===== config.mk =====
export PLATFORM = sky130hd
export DESIGN_NAME = dma_cycle
export DESIGN_NICKNAME = d
export VERILOG_FILES = /design/src/pkg/dma_cycle_pkg.sv /design/src/hdl/dma_cycle.sv
export SDC_FILE = /design/constraint.sdc
export NUM_CORES = 1
export LEC_CHECK = 0
export BUFFER_PORTS_ARGS = -buffer_cell sky130_fd_sc_hd__buf_2
export CAP_MARGIN = 10
export CELL_PAD_IN_SITES_DETAIL_PLACEMENT = 1
export CELL_PAD_IN_SITES_GLOBAL_PLACEMENT = 1
export CORE_MARGIN = 4
export CORE_UTILIZATION = 37
export CTS_BUF_LIST = sky130_fd_sc_hd__clkbuf_4 sky130_fd_sc_hd__clkbuf_8
export DETAILED_ROUTE_END_ITERATION = 12
export PLACE_DENSITY = 0.82
export SYNTH_ARGS = -nofsm -noshare
export SYNTH_HDL_FRONTEND = slang
export SYNTH_SLANG_ARGS = --single-unit

===== constraint.sdc =====
create_clock -name mclk -period 3.6 [get_ports mclk]
set_input_delay 0.36 -clock mclk [delete_from_list [all_inputs] [get_ports mclk]]
set_output_delay 0.36 -clock mclk [all_outputs]
set_load 0.03 [all_outputs]

===== src/pkg/dma_cycle_pkg.sv =====
// Constants shared by the two-channel transfer sequencer.
// Assumes one clock domain, the bus clock.
package dma_cycle_pkg;
    // ==========================================================
    // Widths and channel count.
    localparam int ADDR_W = 20;
    localparam int CNT_W = 16;
    localparam int NCH = 2;
    // ==========================================================
    // Memory area codes of the source and destination.
    localparam logic [2:0] AREA_INT_NOWAIT = 3'h0;
    localparam logic [2:0] AREA_INT_WAIT = 3'h1;
    localparam logic [2:0] AREA_SFR_OSD = 3'h2;
    localparam logic [2:0] AREA_EXT_NOWAIT = 3'h3;
    localparam logic [2:0] AREA_EXT_WAIT = 3'h4;
    localparam logic [2:0] AREA_EXT_MUX = 3'h5;
    // ==========================================================
    // Area coefficients in bus cycles per access.
    localparam logic [1:0] COEF_PLAIN = 2'h1;
    localparam logic [1:0] COEF_WAIT = 2'h2;
    localparam logic [1:0] COEF_MUX = 2'h3;
    // ==========================================================
    // Accesses per phase, pointer steps and counter constants.
    localparam logic [1:0] ACC_ONE = 2'h1;
    localparam logic [1:0] ACC_TWO = 2'h2;
    localparam logic [19:0] STEP_BYTE = 20'h00001;
    localparam logic [19:0] STEP_WORD = 20'h00002;
    localparam logic [15:0] CNT_ZERO = 16'h0000;
    localparam logic [15:0] CNT_ONE = 16'h0001;
endpackage


===== src/hdl/dma_cycle.sv =====
// Two-channel DMA transfer sequencer: cycle counts per unit and enable handling.
// Assumes the CPU gets the bus whenever bus_own is low; mclk is the bus clock.
//
// Functional notes
// - SFR, OSD RAM or software-wait areas add one bus cycle per access.
// - Write phase uses the same width, parity and wait conditions as read.
// - A 16-bit unit over an 8-bit bus takes two reads and two writes.
// - Any address parity is accepted; byte units take one read, one write.
// - 16-bit unit on 16-bit bus: one access if even, two if odd.
// - Unit cycles equal reads times source coefficient plus writes times destination coefficient.
// - Coefficients: internal 1, with wait 2, SFR/OSD 2, external 1/2, multiplexed 3.
// - Writing one to enable makes the channel active for requests.
// - First transfer after activation reloads forward pointer and transfer counter.
// - Writing one again while active restarts the channel from its initial state.
// - The 8-bit bus exists only in expansion modes; internal areas follow it then.
`timescale 1ns/1ns
`default_nettype none
module dma_cycle (
    // Clock and reset.
    input wire logic mclk,
    input wire logic resetn,
    // Mode and bus-width pin.
    input wire logic expansion_mode,
    input wire logic byte_pin,
    // Per-channel control bits.
    input wire logic [1:0] en_wr,
    input wire logic [1:0] en_wdata,
    input wire logic [1:0] repeat_mode,
    input wire logic [1:0] fwd_is_src,
    input wire logic [1:0] transfer_unit_size_select,
    input wire logic [1:0] dma_req,
    input wire logic [1:0][19:0] src_ptr,
    input wire logic [1:0][19:0] dst_ptr,
    input wire logic [1:0][15:0] cnt_reload,
    input wire logic [1:0][2:0] src_area,
    input wire logic [1:0][2:0] dst_area,
    // Channel status.
    output logic [1:0] chan_active,
    output logic [1:0][15:0] chan_count,
    // Shared memory bus.
    output logic bus_own,
    output logic bus_rd,
    output logic bus_wr,
    output logic [19:0] bus_addr,
    output logic [15:0] bus_wdata,
    input wire logic [15:0] bus_rdata
);
    typedef enum logic [1:0] {ST_IDLE, ST_READ, ST_WRITE, ST_GAP} state_e;

    // ==========================================================
    // Coefficient per area.
    function automatic logic [1:0] area_coef(input logic [2:0] area);
        logic [1:0] c;
        c = dma_cycle_pkg::COEF_PLAIN;
        case (area)
            dma_cycle_pkg::AREA_INT_WAIT: c = dma_cycle_pkg::COEF_WAIT;
            dma_cycle_pkg::AREA_SFR_OSD: c = dma_cycle_pkg::COEF_WAIT;
            dma_cycle_pkg::AREA_EXT_WAIT: c = dma_cycle_pkg::COEF_WAIT;
            dma_cycle_pkg::AREA_EXT_MUX: c = dma_cycle_pkg::COEF_MUX;
            default: c = dma_cycle_pkg::COEF_PLAIN;
        endcase
        return c;
    endfunction

    // ==========================================================
    // Pin synchroniser for the bus-width pin.
    logic byte_s1_q;
    logic byte_s2_q;
    always_ff @(posedge mclk) begin
        if (!resetn) begin
            byte_s1_q <= 1'b0;
            byte_s2_q <= 1'b0;
        end else begin
            byte_s1_q <= byte_pin;
            byte_s2_q <= byte_s1_q;
        end
    end
    // The narrow bus is only meaningful outside single-chip mode.
    wire narrow_bus = expansion_mode & byte_s2_q;

    // ==========================================================
    // Engine state.
    state_e st_q;
    logic ch_q;
    logic beat_q;
    logic [1:0] clk_q;
    logic [1:0] nrd_q;
    logic [1:0] nwr_q;
    logic [1:0] jc_q;
    logic [1:0] kc_q;
    logic [19:0] sadr_q;
    logic [19:0] dadr_q;
    logic [15:0] data_q;
    logic size16_q;

    logic [1:0] active_q;
    logic [1:0] first_q;
    logic [1:0] pend_q;
    logic [1:0][15:0] cnt_q;
    logic [1:0][19:0] fwd_q;

    // ==========================================================
    // Start selection; channel 0 wins a tie.
    wire [1:0] ready_ch = active_q & pend_q;
    wire start = (st_q == ST_IDLE) && (ready_ch != 2'h0);
    wire sel_ch = ~ready_ch[0];
    wire sel_first = first_q[sel_ch];
    wire sel_w16 = ~transfer_unit_size_select[sel_ch];
    wire [19:0] sel_fwd = fwd_is_src[sel_ch] ? src_ptr[sel_ch] : dst_ptr[sel_ch];
    wire [19:0] sel_fwd_cur = sel_first ? sel_fwd : fwd_q[sel_ch];
    wire [19:0] sel_src = fwd_is_src[sel_ch] ? sel_fwd_cur : src_ptr[sel_ch];
    wire [19:0] sel_dst = fwd_is_src[sel_ch] ? dst_ptr[sel_ch] : sel_fwd_cur;
    // Each phase is judged on its own address and area.
    wire [1:0] sel_nrd = (sel_w16 && (narrow_bus || sel_src[0])) ?
        dma_cycle_pkg::ACC_TWO : dma_cycle_pkg::ACC_ONE;
    wire [1:0] sel_nwr = (sel_w16 && (narrow_bus || sel_dst[0])) ?
        dma_cycle_pkg::ACC_TWO : dma_cycle_pkg::ACC_ONE;

    wire acc_last = (clk_q == dma_cycle_pkg::COEF_PLAIN);
    wire rd_done = (st_q == ST_READ) && acc_last && (beat_q == (nrd_q == dma_cycle_pkg::ACC_TWO));
    wire wr_done = (st_q == ST_WRITE) && acc_last && (beat_q == (nwr_q == dma_cycle_pkg::ACC_TWO));
    wire unit_end = wr_done;
    wire two_beat = (st_q == ST_READ) ? (nrd_q == dma_cycle_pkg::ACC_TWO) : (nwr_q == dma_cycle_pkg::ACC_TWO);
    wire [19:0] step = size16_q ? dma_cycle_pkg::STEP_WORD : dma_cycle_pkg::STEP_BYTE;

    // ==========================================================
    // Sequencer: every access lasts its area coefficient in clocks.
    always_ff @(posedge mclk) begin
        if (!resetn) begin
            st_q <= ST_IDLE;
            ch_q <= 1'b0;
            beat_q <= 1'b0;
            clk_q <= dma_cycle_pkg::COEF_PLAIN;
            nrd_q <= dma_cycle_pkg::ACC_ONE;
            nwr_q <= dma_cycle_pkg::ACC_ONE;
            jc_q <= dma_cycle_pkg::COEF_PLAIN;
            kc_q <= dma_cycle_pkg::COEF_PLAIN;
            sadr_q <= 20'h00000;
            dadr_q <= 20'h00000;
            data_q <= 16'h0000;
            size16_q <= 1'b0;
        end else begin
            case (st_q)
                ST_IDLE: begin
                    if (start) begin
                        st_q <= ST_READ;
                        ch_q <= sel_ch;
                        beat_q <= 1'b0;
                        nrd_q <= sel_nrd;
                        nwr_q <= sel_nwr;
                        jc_q <= area_coef(src_area[sel_ch]);
                        kc_q <= area_coef(dst_area[sel_ch]);
                        clk_q <= area_coef(src_area[sel_ch]);
                        sadr_q <= sel_src;
                        dadr_q <= sel_dst;
                        size16_q <= sel_w16;
                    end
                end
                ST_READ, ST_WRITE: begin
                    if (!acc_last) begin
                        clk_q <= clk_q - 2'h1;
                    end else begin
                        if (st_q == ST_READ) begin
                            if (!two_beat) begin
                                data_q <= bus_rdata;
                            end else if (!beat_q) begin
                                data_q[7:0] <= bus_rdata[7:0];
                            end else begin
                                data_q[15:8] <= bus_rdata[7:0];
                            end
                        end
                        if (rd_done) begin
                            st_q <= ST_WRITE;
                            beat_q <= 1'b0;
                            clk_q <= kc_q;
                        end else if (wr_done) begin
                            st_q <= ST_GAP;
                        end else begin
                            beat_q <= 1'b1;
                            clk_q <= (st_q == ST_READ) ? jc_q : kc_q;
                        end
                    end
                end
                ST_GAP: st_q <= ST_IDLE;
                default: st_q <= ST_IDLE;
            endcase
        end
    end

    // ==========================================================
    // Per-channel enable, pending request, counter and forward pointer.
    genvar g;
    generate
        for (g = 0; g < 2; g++) begin : g_ch
            wire go = start && (sel_ch == g);
            wire fin = unit_end && (ch_q == g);
            wire underflow = fin && (cnt_q[g] == dma_cycle_pkg::CNT_ZERO);
            always_ff @(posedge mclk) begin
                if (!resetn) begin
                    active_q[g] <= 1'b0;
                    first_q[g] <= 1'b0;
                    pend_q[g] <= 1'b0;
                    cnt_q[g] <= 16'h0000;
                    fwd_q[g] <= 20'h00000;
                end else begin
                    // A request arriving as a transfer starts is kept.
                    pend_q[g] <= dma_req[g] | (pend_q[g] & ~go);
                    if (go && first_q[g]) begin
                        cnt_q[g] <= cnt_reload[g];
                        fwd_q[g] <= sel_fwd;
                    end else if (fin) begin
                        cnt_q[g] <= underflow ? cnt_reload[g] : cnt_q[g] - dma_cycle_pkg::CNT_ONE;
                        fwd_q[g] <= fwd_q[g] + step;
                    end
                    if (go) begin
                        first_q[g] <= 1'b0;
                    end
                    if (underflow && !repeat_mode[g]) begin
                        active_q[g] <= 1'b0;
                    end
                    // A write of one always wins and restarts the channel.
                    if (en_wr[g]) begin
                        active_q[g] <= en_wdata[g];
                        first_q[g] <= en_wdata[g];
                    end
                end
            end
        end
    endgenerate

    // ==========================================================
    // Bus drive and status.
    assign bus_own = (st_q == ST_READ) || (st_q == ST_WRITE);
    assign bus_rd = (st_q == ST_READ);
    assign bus_wr = (st_q == ST_WRITE);
    assign bus_addr = (st_q == ST_WRITE) ? dadr_q + {19'h00000, beat_q} : sadr_q + {19'h00000, beat_q};
    assign bus_wdata = (beat_q || (nwr_q == dma_cycle_pkg::ACC_TWO && !beat_q)) ?
        (beat_q ? {8'h00, data_q[15:8]} : {8'h00, data_q[7:0]}) : data_q;
    assign chan_active = active_q;
    assign chan_count = cnt_q;

    // ==========================================================
    // Checks.
    logic [3:0] unit_clks_q;
    always_ff @(posedge mclk) begin
        if (!resetn || start) begin
            unit_clks_q <= 4'h0;
        end else if (bus_own) begin
            unit_clks_q <= unit_clks_q + 4'h1;
        end
    end
    wire [3:0] unit_expect = {2'h0, nrd_q} * {2'h0, jc_q} + {2'h0, nwr_q} * {2'h0, kc_q};
endmodule
`default_nettype wire


==> flow_summary.toml <==
[run_status]
outcome = "complete, no violations"

[place]
numPortBuffers = 228
placed_area_um2 = 11860
place_hpwl_mm = 27.74
routabilityCongestion = 0.8539

[critical_path]
crit_buf_inv = 3
path_class = "flip-flop to output pin"
start_kind = "flip-flop"
cp-end-kind = "output pin"
r2r_end = "fwd_q[18]$_SDFFE_PN0P_"
r2r_slack_ns = 0.79
crit_start = "st_q[0]$_SDFFE_PN0P_"
critPathSlowestCell = "a221oi_4"
critPathTopFamily = "compound AO/OA/AOI/OAI gates"
timing.rr.start = "beat_q$_SDFFE_PN0P_"
arrival_ns = 3.09
cp.required_ns = 3.24
crit_chain = "inv_1, ha_4, mux2_2, ha_1, nand4_1, a221oi_4, buf_4, nand2_1, a21o_1, xnor2_2, clkbuf_4"
slowest_delay_ns = 0.43
path_max_fanout = 12
reg2reg_depth = 7

[cells_and_area]
n_antenna_cell = 0
final_layout_size_suffix_gt1_frac = 0.2723
area_growth_syn_to_layout_pct = 19.33
final_cell_area_um2 = 12340
final_common_cell = "buf_2"
mostFrequentLayoutCells = "buf_2, nand2_1, dfxtp_1"
nets = 1661

[global_route]
grt_max_degree = 59
grt_use_total = 0.2333
grt_pass1_wl_mm = 59.24
antenna_found_initial = 0
grt_pass1_vias = 10860
grt_overflow = 0

[logic_synthesis]
synthArstFlopShare = 0
synth-edff-count = 0
synth_largest_area_cell = "dfxtp_1"
syn_inst = 1307
synth_warnings = 0
syn-num-nets = 1479
synthDistinctLibCells = 71
synth_area_leaders = "dfxtp_1, mux2i_1, nand2_1"
yosysTopAreaCellShare = 0.2924
ys_seq_area_frac = 0.2924
synthesis.area_um2 = 10340
synth-main-ff-cell = "dfxtp_1"
ys_ff_latch = 151
postSynthAreaPerCell_um2 = 7.909

[clock_network]
clock_latency_ns = 0.47
clkSinkCount = 151
clkSlewWorstSetupHoldPaths_ns = 0.09
htreeDepth = 4
cts_tree = "done"
cts_buffer_depth = 2
cts_buffers = 17
cts_setup_buffers = 0
cts_root_buf = "clkbuf_8"

[sta]
timing.final.crit_share = 0.9577
min_period_ns = 3.448
skew_ns = 0.01234
worst_slew_pin_slew_ns = 0.9019
hold_viol = 0
finalSetupViolations = 0
maxSlewHeadroom = 0.3968
holdWs_ns = 0.1074
maxSlewViolCount = 0
fmax_ghz = 0.2901

[power_and_ir_drop]
peakVddDrop_mv = 0.4084
power.leakage_uw = 0.005211
p_sw_frac = 0.4121
p_int_uw = 3607
p_clk_frac = 0.245
combinationalPowerShare = 0.423
power.net_switching_uw = 2528
power_density_nw_per_um2 = 497.3
p_seq_frac = 0.332

[min_path]
min_to = "byte_s1_q$_SDFF_PN0_"
hp-class = "primary input to flip-flop"
hold_depth = 2
hold_start = "byte_pin"

[floorplanning]
die-width_um = 175.2
core-area_um2 = 27250
die_area_um2 = 30680
ioPinCount = 229
start_util = 0.3793
die_y_um = 175.2
rows = 60

[route]
num_vias = 10800
drc = 0
finalWirelength_mm = 36.97
drtPass1Iterations = 5
ant_nets = 0
wl_per_cell_um = 19.73
vias_per_cell = 5.763
drt_iter0_markers = 676

[flow_run]
drv_cap = 0
## what timing repair did
item	CTS	global route
resized for setup	2	5
pin swaps	0	1
hold buffers	0	0
endpoints found under the setup margin	3	9
## Yosys cell counts, types with 5 or more instances
master and instances:
ha_1 14, buf_1 9, nor2_1 121, a21o_1 7, mux2i_1 111, nand3_1 84, and3_1 6, o31ai_1 5
nand2b_1 8, nor4_1 10, nor3_1 26, o22ai_1 5, a211oi_1 25, nand4_1 17, dfxtp_1 151, xnor2_1 42
clkbuf_1 49, nand3b_1 10, o221a_2 5, a31o_2 38, a211o_1 10, nand2_1 172, mux2_2 38, nor3_2 6
a31oi_1 13, a311oi_1 5, o211ai_1 7, o211a_1 8, buf_2 28, o21ai_0 79, inv_1 26, buf_4 5
and4_1 5, and2_1 16, a21oi_1 56, xor2_1 25
## logic make-up after synthesis
group,synth area share
buf+inv,0.04769
xor+xnor,0.05677
fa+ha+maj,0.02082
mux,0.1489
compound gates,0.1920
simple gates,0.2415
flops,0.2924
## worst max path at each step
stage,end,slack [ns],cells past startpoint
floorplan,bus_addr[15],0.001,14
global placement,bus_addr[18],0.59,11
detailed placement,bus_addr[18],0.49,11
CTS,bus_addr[15],0.01,10
global route,bus_addr[11],-0.02,11
finish,bus_addr[11],0.15,11
## worst register-to-register path, stage by stage, from the launching register on
cell	delay [ns]
dfxtp_1	0.53
inv_1	0.11
ha_1	0.38
and4bb_2	0.64
nand2b_1	0.36
nor4_1	0.43
xnor2_1	0.16
a21oi_1	0.08
## sequential cells by signal, summed over array words and instances (netlist names)
register     flops
chan_active      2
pend_q           2
first_q          2
beat_q           1
jc_q             2
st_q             2
fwd_q           40
data_q          16
sadr_q          20
dadr_q          20
kc_q             2
nrd_q            2
ch_q             1
chan_count      32
nwr_q            2
byte_s1_q        1
size16_q         1
byte_s2_q        1
clk_q            2
## final cells by class
| cell class | count | area, µm² |
|---|---|---|
| repair buffers | 254 | 1341 |
| flip-flops and latches | 151 | 3024 |
| clock buffers | 18 | 247.7 |
| multi-input cells | 1039 | 6963 |
| well taps | 372 | 465.4 |
| clock inverters | 14 | 196.4 |
| fillers | 3383 | 14920 |
| inverters | 26 | 97.59 |
## through the flow
step                power, µW  setup TNS (ns)  worst slack [ns]  utilization  cells
floorplan                3926               0          0.001220            -   1307
global placement         4532               0            0.5931       0.4351   1842
detailed placement       4614               0            0.4870       0.4351   1842
CTS                      6124               0           0.01332       0.4520   1874
global route             6487        -0.02982          -0.01820       0.4527   1874
finish                   6135               0            0.1524       0.4527   1874
## power by group through the flow
stage	registers [µW]	clock network (µW)	logic, µW
3_5_place_dp	2060	0	2550
4_1_cts	2030	1520	2570
6_report	2040	1500	2600
2_1_floorplan	2130	0	1790
3_3_place_gp	2050	0	2480
5_1_grt	2070	1600	2820
## per-layer routing
| layer | routed length [µm] | track usage | part of all wire |
|---|---|---|---|
| met1 | 17200 | 0.3251 | 0.47 |
| met2 | 17440 | 0.3856 | 0.47 |
| met3 | 1861 | 0.03397 | 0.050 |
| met4 | 470 | 0.04779 | 0.013 |
| met5 | 0 | 0 | 0 |
Power figures use the tool's default switching activity.
